## src/design/acs_cfg.svh

```systemverilog
// Register map, field positions, reset values of the accumulator slice
`ifndef ACS_CFG_SVH
`define ACS_CFG_SVH

// ****************************************
// Register offsets
// ****************************************
`define ACS_OFF_CMD     12'h000
`define ACS_OFF_ACC     12'h004
`define ACS_OFF_OPND    12'h008
`define ACS_OFF_FIELD   12'h00C
`define ACS_OFF_STATUS  12'h010
`define ACS_OFF_TOP     12'h014
`define ACS_OFF_BITS    4'h1

// ****************************************
// Field positions and limits
// ****************************************
`define ACS_CMD_OP_MSB    2
`define ACS_FLD_START_MSB 7
`define ACS_FLD_CNT_LSB   8
`define ACS_FLD_CNT_MSB   13
`define ACS_CNT_MIN       6'h01
`define ACS_CNT_MAX       6'h20
`define ACS_ST_LT         0
`define ACS_ST_EQ         1
`define ACS_ST_GT         2
`define ACS_ST_ZERO       3
`define ACS_ST_NEG        4

// ****************************************
// Reset values
// ****************************************
`define ACS_RST_WORD      32'h0000_0000
`define ACS_RST_FIELD     14'h0101

`endif

```

## src/design/acs_pkg.sv

```systemverilog
// Types shared by the accumulator slice modules
package acs_pkg;

	typedef enum logic [2:0] {
		ACS_OP_NONE  = 3'b000,
		ACS_OP_SXOR  = 3'b001,
		ACS_OP_WCMP  = 3'b010,
		ACS_OP_DCMP  = 3'b011,
		ACS_OP_FCMP  = 3'b100,
		ACS_OP_SCMP  = 3'b101
	} acs_op_t;

endpackage : acs_pkg

```

## src/design/acs_cmp_if.sv

```systemverilog
// Operand and result bundle between datapath and comparator
`timescale 1ns/1ns
interface acs_cmp_if;
	logic [31:0] lhs;
	logic [31:0] rhs;
	logic        lt;
	logic        eq;
	logic        gt;
	modport dp  (output lhs, output rhs, input lt, input eq, input gt);
	modport cmp (input lhs, input rhs, output lt, output eq, output gt);
endinterface : acs_cmp_if

```

## src/design/acs_cmp.sv

```systemverilog
// Unsigned magnitude comparator for all compare instructions
`timescale 1ns/1ns
module acs_cmp import acs_pkg::*; (
	// Operands and result
	acs_cmp_if.cmp c
);

	// ****************************************
	// Magnitude compare
	// ****************************************
	// Unsigned order also orders packed BCD of like format
	assign c.eq = (c.lhs == c.rhs);
	assign c.lt = (c.lhs <  c.rhs);
	assign c.gt = !c.eq && !c.lt;

endmodule : acs_cmp

```

## src/design/acs_top.sv

```systemverilog
// Accumulator xor-with-stack and compare datapath with APB access
`timescale 1ns/1ns
`include "acs_cfg.svh"
module acs_top import acs_pkg::*; #(
	parameter int STACK_DEPTH = 8,
	parameter int BIT_WORDS   = 8
) (
	// Clock and reset
	input  wire  logic        pclk,
	input  wire  logic        presetn,
	// APB slave
	input  wire  logic        psel,
	input  wire  logic        penable,
	input  wire  logic        pwrite,
	input  wire  logic [11:0] paddr,
	input  wire  logic [31:0] pwdata,
	output logic        [31:0] prdata,
	output logic               pready,
	output logic               pslverr,
	// Status flags to the sequencer
	output logic               less_than_flag,
	output logic               equal_flag,
	output logic               greater_than_flag,
	output logic               zero_result_flag,
	output logic               negative_result_flag
);

	localparam int BIT_W = BIT_WORDS * 32;
	localparam int IDX_W = $clog2(BIT_W);

	// ****************************************
	// State
	// ****************************************
	logic [31:0]     acc_q;
	logic [31:0]     opnd_q;
	logic [13:0]     field_q;
	logic [31:0]     stack_q [STACK_DEPTH];
	logic [31:0]     bits_q  [BIT_WORDS];
	logic            pready_q;
	logic            pslverr_q;
	logic [31:0]     prdata_q;
	logic            lt_q;
	logic            eq_q;
	logic            gt_q;
	logic            zero_q;
	logic            neg_q;
	logic [BIT_W-1:0] bits_flat;

	acs_cmp_if cmp_bus ();

	acs_cmp u_cmp (
		.c (cmp_bus.cmp)
	);

	// ****************************************
	// Bus decode
	// ****************************************
	wire         access    = psel && penable && pready_q;
	wire         acc_hit   = paddr == `ACS_OFF_ACC;
	wire         cmd_hit   = paddr == `ACS_OFF_CMD;
	wire         opnd_hit  = paddr == `ACS_OFF_OPND;
	wire         field_hit = paddr == `ACS_OFF_FIELD;
	wire         stat_hit  = paddr == `ACS_OFF_STATUS;
	wire         top_hit   = paddr == `ACS_OFF_TOP;
	wire         bits_hit  = (paddr[11:8] == `ACS_OFF_BITS)
	                         && (int'(paddr[7:2]) < BIT_WORDS)
	                         && (paddr[1:0] == 2'h0);
	wire         reg_hit   = acc_hit || cmd_hit || opnd_hit || field_hit;
	wire         ro_hit    = stat_hit || top_hit;
	wire [2:0]   bit_sel   = paddr[4:2];
	wire [5:0]   bit_word  = paddr[7:2];
	wire [5:0]   fld_cnt   = field_q[`ACS_FLD_CNT_MSB:`ACS_FLD_CNT_LSB];
	wire [7:0]   fld_start = field_q[`ACS_FLD_START_MSB:0];
	wire         cnt_ok    = (fld_cnt >= `ACS_CNT_MIN)
	                         && (fld_cnt <= `ACS_CNT_MAX);
	acs_op_t     op;
	assign op = acs_op_t'(pwdata[`ACS_CMD_OP_MSB:0]);
	wire         op_ok     = (op == ACS_OP_SXOR) || (op == ACS_OP_WCMP)
	                         || (op == ACS_OP_DCMP) || (op == ACS_OP_SCMP)
	                         || ((op == ACS_OP_FCMP) && cnt_ok);
	// Bad opcode or bit count is refused, nothing changes
	wire         bad       = (pwrite && ro_hit) || (pwrite && cmd_hit && !op_ok)
	                         || !(reg_hit || ro_hit || bits_hit);
	wire         wr_ok     = access && pwrite && !bad;
	wire         acc_wr    = wr_ok && acc_hit;
	wire         go        = wr_ok && cmd_hit;
	wire         go_xor    = go && (op == ACS_OP_SXOR);
	wire         go_cmp    = go && (op != ACS_OP_SXOR);

	// ****************************************
	// Operand selection
	// ****************************************
	function automatic logic [31:0] gather(
		input logic [BIT_W-1:0] mem,
		input logic [7:0]       start,
		input logic [5:0]       cnt
	);
		logic [IDX_W-1:0] idx;
		logic [31:0]      v;
		v   = 32'h0000_0000;
		idx = '0;
		for (int i = 0; i < 32; i++) begin
			idx = IDX_W'(start + i);
			if (i < int'(cnt)) begin
				v[i] = mem[idx];
			end
		end
		return v;
	endfunction : gather

	for (genvar w = 0; w < BIT_WORDS; w++) begin : g_flat
		assign bits_flat[w*32 +: 32] = bits_q[w];
	end

	wire [31:0] field_val = gather(bits_flat, fld_start, fld_cnt);
	wire [31:0] xor_res   = acc_q ^ stack_q[0];
	wire        word_eq   = acc_q[15:0] == opnd_q[15:0];

	// Word compare sees only the low half of both sides
	assign cmp_bus.lhs = (op == ACS_OP_WCMP) ?
	                     {16'h0000, acc_q[15:0]} : acc_q;
	assign cmp_bus.rhs = (op == ACS_OP_WCMP) ? {16'h0000, opnd_q[15:0]} :
	                     (op == ACS_OP_DCMP) ? opnd_q :
	                     (op == ACS_OP_FCMP) ? field_val :
	                     stack_q[0];

	// ****************************************
	// Read data
	// ****************************************
	wire [31:0] status_val = {27'h0, neg_q, zero_q, gt_q, eq_q, lt_q};
	wire [31:0] rd_data =
		acc_hit   ? acc_q :
		opnd_hit  ? opnd_q :
		field_hit ? {18'h0, field_q} :
		stat_hit  ? status_val :
		top_hit   ? stack_q[0] :
		bits_hit  ? bits_q[bit_word[2:0]] :
		32'h0000_0000;

	// ****************************************
	// APB handshake
	// ****************************************
	// One wait state keeps every answer straight from a flop
	always_ff @(posedge pclk or negedge presetn) begin
		if (!presetn) begin
			pready_q  <= 1'b0;
			pslverr_q <= 1'b0;
			prdata_q  <= `ACS_RST_WORD;
		end else begin
			pready_q  <= psel && penable && !pready_q;
			pslverr_q <= psel && penable && !pready_q && bad;
			prdata_q  <= (psel && !pwrite && !bad) ? rd_data : `ACS_RST_WORD;
		end
	end

	// ****************************************
	// Software registers
	// ****************************************
	always_ff @(posedge pclk or negedge presetn) begin
		if (!presetn) begin
			opnd_q  <= `ACS_RST_WORD;
			field_q <= `ACS_RST_FIELD;
		end else if (wr_ok && opnd_hit) begin
			opnd_q  <= pwdata;
		end else if (wr_ok && field_hit) begin
			field_q <= pwdata[13:0];
		end
	end

	for (genvar w = 0; w < BIT_WORDS; w++) begin : g_bits
		always_ff @(posedge pclk or negedge presetn) begin
			if (!presetn) begin
				bits_q[w] <= `ACS_RST_WORD;
			end else if (wr_ok && bits_hit && (bit_sel == 3'(w))) begin
				bits_q[w] <= pwdata;
			end
		end
	end

	// ****************************************
	// Accumulator and stack
	// ****************************************
	always_ff @(posedge pclk or negedge presetn) begin
		if (!presetn) begin
			acc_q <= `ACS_RST_WORD;
		end else if (acc_wr) begin
			acc_q <= pwdata;
		end else if (go_xor) begin
			acc_q <= xor_res;
		end
	end

	for (genvar s = 0; s < STACK_DEPTH; s++) begin : g_stack
		logic [31:0] push_in;
		logic [31:0] pop_in;
		if (s == 0) begin : g_first
			assign push_in = acc_q;
		end else begin : g_rest
			assign push_in = stack_q[s-1];
		end
		if (s == STACK_DEPTH - 1) begin : g_last
			assign pop_in = `ACS_RST_WORD;
		end else begin : g_inner
			assign pop_in = stack_q[s+1];
		end
		always_ff @(posedge pclk or negedge presetn) begin
			if (!presetn) begin
				stack_q[s] <= `ACS_RST_WORD;
			end else if (acc_wr) begin
				stack_q[s] <= push_in;
			end else if (go_xor) begin
				stack_q[s] <= pop_in;
			end
		end
	end

	// ****************************************
	// Status flags
	// ****************************************
	// Each flag group moves only on its own instructions
	always_ff @(posedge pclk or negedge presetn) begin
		if (!presetn) begin
			zero_q <= 1'b0;
			neg_q  <= 1'b0;
		end else if (go_xor) begin
			zero_q <= xor_res == 32'h0000_0000;
			neg_q  <= xor_res[31];
		end
	end

	always_ff @(posedge pclk or negedge presetn) begin
		if (!presetn) begin
			lt_q <= 1'b0;
			eq_q <= 1'b0;
			gt_q <= 1'b0;
		end else if (go_cmp) begin
			lt_q <= cmp_bus.lt;
			eq_q <= cmp_bus.eq;
			gt_q <= cmp_bus.gt;
		end
	end

	assign prdata               = prdata_q;
	assign pready               = pready_q;
	assign pslverr              = pslverr_q;
	assign less_than_flag       = lt_q;
	assign equal_flag           = eq_q;
	assign greater_than_flag    = gt_q;
	assign zero_result_flag     = zero_q;
	assign negative_result_flag = neg_q;

	// ****************************************
	// Checks
	// ****************************************
	property p_xor_acc;
		@(posedge pclk) disable iff (!presetn)
		go_xor |=> acc_q == $past(xor_res);
	endproperty
	a_xor_acc: assert property (p_xor_acc)
		else $error("stack xor result not in accumulator");

	property p_xor_pop;
		@(posedge pclk) disable iff (!presetn)
		go_xor |=> stack_q[0] == $past(stack_q[1]);
	endproperty
	a_xor_pop: assert property (p_xor_pop)
		else $error("stack did not move up after xor");

	property p_xor_zero;
		@(posedge pclk) disable iff (!presetn)
		go_xor |=> zero_q == (acc_q == 32'h0000_0000);
	endproperty
	a_xor_zero: assert property (p_xor_zero)
		else $error("zero flag disagrees with accumulator");

	property p_xor_neg;
		@(posedge pclk) disable iff (!presetn)
		go_xor |=> neg_q == acc_q[31];
	endproperty
	a_xor_neg: assert property (p_xor_neg)
		else $error("negative flag disagrees with accumulator");

	property p_flag_hold;
		@(posedge pclk) disable iff (!presetn)
		!go ##1 !go |=> $stable({lt_q, eq_q, gt_q, zero_q, neg_q});
	endproperty
	a_flag_hold: assert property (p_flag_hold)
		else $error("flag moved without an instruction");

	property p_word_eq;
		@(posedge pclk) disable iff (!presetn)
		go && (op == ACS_OP_WCMP) |=> eq_q == $past(word_eq);
	endproperty
	a_word_eq: assert property (p_word_eq)
		else $error("word compare did not use low halves");

	property p_onehot;
		@(posedge pclk) disable iff (!presetn)
		go_cmp |=> $onehot({lt_q, eq_q, gt_q}) [*2];
	endproperty
	a_onehot: assert property (p_onehot)
		else $error("compare flags not exactly one");

	property p_scmp_keep;
		@(posedge pclk) disable iff (!presetn)
		go && (op == ACS_OP_SCMP) |=> acc_q == $past(acc_q);
	endproperty
	a_scmp_keep: assert property (p_scmp_keep)
		else $error("stack compare changed accumulator");

	property p_push;
		@(posedge pclk) disable iff (!presetn)
		acc_wr |=> stack_q[0] == $past(acc_q) && acc_q == $past(pwdata);
	endproperty
	a_push: assert property (p_push)
		else $error("load did not push previous accumulator");

endmodule : acs_top

```

## config.mk

```make
export PLATFORM = sky130hd
export DESIGN_NAME = acs_top
export DESIGN_NICKNAME = d
export VERILOG_FILES = /design/src/design/acs_pkg.sv /design/src/design/acs_cmp_if.sv /design/src/design/acs_cmp.sv /design/src/design/acs_top.sv
export VERILOG_INCLUDE_DIRS = /design/src /design/src/design
export SDC_FILE = /design/constraint.sdc
export NUM_CORES = 2
export LEC_CHECK = 0
export BUFFER_PORTS_ARGS = -buffer_cell sky130_fd_sc_hd__buf_2
export CORE_MARGIN = 2
export CORE_UTILIZATION = 60
export DETAILED_ROUTE_END_ITERATION = 12
export PLACE_DENSITY_LB_ADDON = 0.25
export SETUP_SLACK_MARGIN = 0.5
export SYNTH_ARGS = -nofsm -noshare
export SYNTH_HDL_FRONTEND = slang
export SYNTH_SLANG_ARGS = --single-unit
```

## constraint.sdc

```tcl
create_clock -name pclk -period 18.9 [get_ports pclk]
set_input_delay 4.725 -clock pclk [delete_from_list [all_inputs] [get_ports pclk]]
set_output_delay 4.725 -clock pclk [all_outputs]
set_load 0.005 [all_outputs]
```

# Word level (Yosys, flattened, before mapping)
# Cells that the tools add are included.
[classes]
n_mux = 128
n_eq_ne = 20
n_lt_le_gt_ge = 69
div_mod_pow = 0
bitwise = 3
addsub = 31
mul = 0
n_shift = 0
reduce_logical = 56
[ops]
columns = ["cell", "count"]
rows = [
  ["32-bit two-way mux", 31],
  ["8-bit by 9-bit less-than comparator with 1-bit output (second input constant)", 32],
  ["1-bit binary-select mux with 8-bit select", 32],
  ["8-bit by 5-bit adder with 8-bit output (second input constant)", 16],
  ["32-bit binary-select mux with 3-bit select", 1],
  ["5-bit by 6-bit less-than comparator with 1-bit output (first input constant)", 16],
  ["8-bit by 4-bit adder with 8-bit output (second input constant)", 8],
  ["1-bit two-way mux", 64],
  ["4-bit by 6-bit less-than comparator with 1-bit output (first input constant)", 8],
  ["8-bit by 3-bit adder with 8-bit output (second input constant)", 4],
  ["32-bit == test", 1],
  ["32-bit zero test", 1],
  ["32-bit less-than comparator", 1],
  ["32-bit bitwise XOR", 1],
  ["1-bit logical AND", 31],
  ["12-bit by 4-bit == test with 1-bit output (second input constant)", 2],
  ["12-bit by 5-bit == test with 1-bit output (second input constant)", 2],
  ["3-bit by 6-bit less-than comparator with 1-bit output (first input constant)", 4],
  ["3-bit == test (second input constant)", 6],
  ["8-bit by 2-bit adder with 8-bit output (second input constant)", 2],
  ["12-bit by 3-bit == test with 1-bit output (second input constant)", 1],
  ["3-bit by 2-bit == test with 1-bit output (second input constant)", 4],
  ["12-bit zero test", 1],
  ["1-bit logical OR", 12],
  ["other kinds (17)", 26],
]
[word_totals]
elab_cells = 334
out_inout_bits = 39
ram_bits = 0
mem_bits_ro = 0
memories = 0
ff_bits = 629
inputBits = 49
latch_bits = 0

# Depth between registers and ports, before layout
[logic_depth]
word_depth = 15
ltp_mapped = 27
depth_no_buf = 19

# Cells and area by module
# A second synthesis with hierarchy kept.
[hier_totals]
cells_unflattened = 4723
area_unflattened_um2 = 54813.8
[by_module_without_submodules]
columns = ["mod", "seq_area_each_um2", "n_inst", "area_each_um2", "cells_per_inst"]
rows = [
  ["acs_top", 15742.6, 1, 53981.8, 4609],
  ["acs_cmp", 0.0, 1, 832.0, 114],
]

# Worst setup path after synthesis
# No wires, ideal clock.
[synth_timing]
path_kind = "input -> register"
startpoint = "in pwdata[0]"
endpoint = "reg gt_q (netlist: greater_than_flag)"
slack_ps = 10732
arrival_ps = 8049
path_stages = 16
required_ps = 18781
setup_time_ps = 119
cell_sequence = "clkbuf_1 -> nor2_1 -> and2_1 -> nor2_1 -> a22oi_1 -> nand2b_1 -> a2111oi_0 -> a2111o_1 -> ha_1 -> nand4_1 -> or3_1 -> nor3_1 -> nand2_1 -> or3_1 -> nor2b_1 -> a21bo_2"
[synth_between]
elab_chain_cells = 13
word_cells_on_any_way = 28
cone_classes = "1 x order compare; 7 x eq/ne; 4 x mux; 16 x reduce/logical"
[synth_rtl]
columns = ["item", "line", "text"]
rows = [
  ["start, declared", "acs_top.sv:16", "input wire logic [31:0] pwdata,"],
  ["branches (longest 13 deep; another with 32-bit less-than comparator)", "--", ""],
  ["end signal, assigned", "acs_top.sv:239", "gt_q <= cmp_bus.gt;"],
  ["end, declared", "acs_top.sv:44", "logic gt_q;"],
]
# Several ways; the timed one is not identified.
# A chain may end at the register's enable or synchronous reset.

# Worst setup path after layout
[layout_timing]
startpoint = "in pwdata[1]"
endpoint = "reg gt_q (netlist: greater_than_flag)"
# Same word-level chain as after synthesis.

==> impl_metrics.env <==
export IMPL_hold_buffers=0
export IMPL_fin_area_mm2=0.0528
export IMPL_die_h_um=292
export IMPL_die_area_mm2=0.0852
export IMPL_clockBufferDepth=3
export IMPL_critical_path_max_stage_delay_ns=0.69
export IMPL_regArea_mm2=0.0158
export IMPL_p_leak_nw=22.0
export IMPL_fin_crit_ns=8.99
export IMPL_cts_setup_buffers=0
export IMPL_end_kind="flip-flop"
export IMPL_syn_area_mm2=0.0497
export IMPL_overflow=0
export IMPL_vdd_ir_drop_max_mv=0.0817
export IMPL_netlist_instances=4550
export IMPL_crit_type="in -> reg"
export IMPL_max_slew_margin=0.0911
export IMPL_hold_violations=0
export IMPL_first_iter_violations=8251
export IMPL_outcome="complete, no violations"
export IMPL_critPathTopFamily="simple AND/OR/NAND/NOR gates"
export IMPL_rsz0062_at_grt="false"
export IMPL_worstPathCellList="buf_2, nor2_1, and2_1, nor2_1, a22oi_1, o211ai_1, nor3_1, a2111o_1, ha_1, nand4_1, or3_1, nor3_1, nand2_1, or3_1, nor2b_1, a21bo_2"
export IMPL_path_max_fanout=22
export IMPL_maxCapViolCount=0
export IMPL_setup_violations=0
export IMPL_synth_area_per_cell_um2=10.9
export IMPL_start_util=0.605
export IMPL_gp_congestion=1.10
export IMPL_synthesis_nets=4650
export IMPL_cts_buffers=69
export IMPL_grt_pass1_vias=40928
export IMPL_yosys_area_top_type="dfrtp_1"
export IMPL_placed_cell_area_mm2=0.0504
export IMPL_start_kind="input port"
export IMPL_hold_class="reg -> reg"
export IMPL_ys_async_sr_fraction=1.00
export IMPL_final_common_cell="dfrtp_1"
export IMPL_cts_resized_gates=0
export IMPL_vias_per_cell=8.03
export IMPL_clock_sinks=629
export IMPL_yosysSeqAreaShare=0.317
export IMPL_fin_worst_skew_ns=0.0350
export IMPL_worst_pin_slew_ns=1.35
export IMPL_vias=43884
export IMPL_max_freq_mhz=111
export IMPL_tns_ns=0
export IMPL_ys_ff_latch=629
export IMPL_crit_buf_inv=1
export IMPL_clock_latency_ns=0.67
export IMPL_final_cell_mix="dfrtp_1 (623), mux4_2 (485), nand2_1 (405), mux2_2 (349), nand3_1 (331)"
export IMPL_synth_edf_count=0
export IMPL_root_buffer="clkbuf_16"
export IMPL_placeableCoreArea_mm2=0.0821
export IMPL_drive_gt1_frac=0.271
export IMPL_cpMaxStageDelayCell="nor3_1"
export IMPL_route_detailed_drc=0
export IMPL_grtUsageTotal=0.485
export IMPL_wl_um=207000
export IMPL_finalCoreUtilization=0.643
export IMPL_numPortBuffers=87
export IMPL_dp_hpwl_um=151000
export IMPL_ant_nets=0
export IMPL_dr_pass1_iters=8
export IMPL_synthTopCellsByArea="dfrtp_1 (32%), mux4_2 (22%), mux2_2 (7.9%)"
export IMPL_fin_nets=4432
export IMPL_num_io_pins=88
export IMPL_synthFlopType="dfrtp_1"
export IMPL_drv_slew=0
export IMPL_drt_wirelength_per_cell_um=38.0
export IMPL_die_x_um=292
export IMPL_clkSlewWorstSetupHoldPaths_ns=0.06
export IMPL_syn_to_final_growth_pct=6.16
export IMPL_cp_required_ns=19.45
export IMPL_cts_tree="built"
export IMPL_nFillCells=6337
export IMPL_yosysWarnings=0
export IMPL_rows=105
export IMPL_yosys_area_top_type_share=0.316
export IMPL_grt_max_degree=143
export IMPL_h_tree_depth=3
export IMPL_grt_pass1_wl_um=299000
export IMPL_antenna_found_initial=7
export IMPL_power_per_cell_area_mw_per_mm2=54.2
export IMPL_ys_types=79
export IMPL_arrival_ns=9.54
export IMPL_multi_input_area_mm2=0.0320
export IMPL_period_share=0.475
-- registers in the layout (all words and copies together) (netlist names) --
name,flops
negative_result_flag,1
field_q,14
bits_flat,256
g_stack.push_in,32
acc_q,32
prdata,32
equal_flag,1
opnd_q,32
pready,1
g_stack.pop_in,224
zero_result_flag,1
greater_than_flag,1
pslverr,1
less_than_flag,1
-- metrics by stage --
step	power, mW	cells	hold slack, ns	worst slack [ns]
finish	2.86	5462	0.499	9.91
global placement	1.46	5330	0.462	8.91
floorplan	1.40	4550	0.458	10.73
global route	2.92	5459	0.501	9.83
detailed placement	1.46	5331	0.482	9.43
CTS	2.86	5458	0.490	10.10
-- final cells by class --
class                      count  share of cell area
inverter                      27             0.00192
clock inverter                24             0.00626
sequential                   629               0.299
antenna                        4            0.000190
timing repair buffer         189              0.0232
multi-input combinational   3416               0.606
clock buffer                 103              0.0389
tap                         1070              0.0254
-- Yosys cell counts, drive strengths merged (15+ instances only) --
cell type / number
a21o: 16
a21oi: 210
a221oi: 37
a22o: 67
a22oi: 208
a31oi: 23
a32oi: 115
and3: 15
buf: 183
clkbuf: 295
dfrtp: 627
ha: 51
inv: 23
mux2: 362
mux2i: 282
mux4: 486
nand2: 408
nand3: 331
nand4: 22
nor2: 202
nor2b: 42
nor3: 43
o211ai: 25
o21ai: 90
o221ai: 25
o22ai: 24
xnor2: 126
xor2: 39
-- final timing paths --
check	start	endpoint	slack, ns	cells after the start
worst max register to register	field_q[1]	greater_than_flag	11.37	18
worst min-delay path	pready	pready	0.50	1
worst max-delay path	pwdata[1]	greater_than_flag	9.91	16
max in group asynchronous	presetn	field_q[7]	12.21	3
worst min register to register	pready	pready	0.50	1
min in group asynchronous	presetn	g_stack[6].pop_in[25]	4.11	1
-- power by group --
group	internal (mW)	switching [mW]	total, mW
logic	0.0160	0.0723	0.0882
registers	1.35	0.000152	1.35
clock network	0.807	0.619	1.43
-- per-layer routing --
layer / part of all wire / up-vias / track usage
li1: - / 17355 / -
met5: 0.00021 / - / 0
met1: 0.36 / 22192 / 0.648
met2: 0.40 / 3560 / 0.647
met3: 0.15 / 771 / 0.194
met4: 0.085 / 6 / 0.322
-- worst reg2reg max path: stages, from the launching register on --
cell      delay (ns)
dfrtp_4         0.85
clkinv_1        0.33
ha_4            0.41
buf_4           0.74
mux4_2          0.79
mux2_2          0.38
mux4_2          0.48
mux2_2          0.29
mux2i_1         0.37
or3b_2          0.20
a21oi_1         0.05
nor3_1          0.97
ha_1            0.27
nand4_1         0.10
nor3_1          0.32
nand2_1         0.13
or3_1           0.41
nor2b_1         0.15
a21bo_2         0.22
-- logic make-up after synthesis --
logic type / count (synthesis) / synth area share
adder cells (fa/ha/maj): 51 / 0.0128
multiplexers: 1130 / 0.359
buffers and inverters: 505 / 0.0441
AND/OR/NAND/NOR: 1137 / 0.104
flip-flops: 629 / 0.317
XOR/XNOR: 165 / 0.0294
AO/OA/AOI/OAI: 933 / 0.134
(Power assumes the default switching activity.)
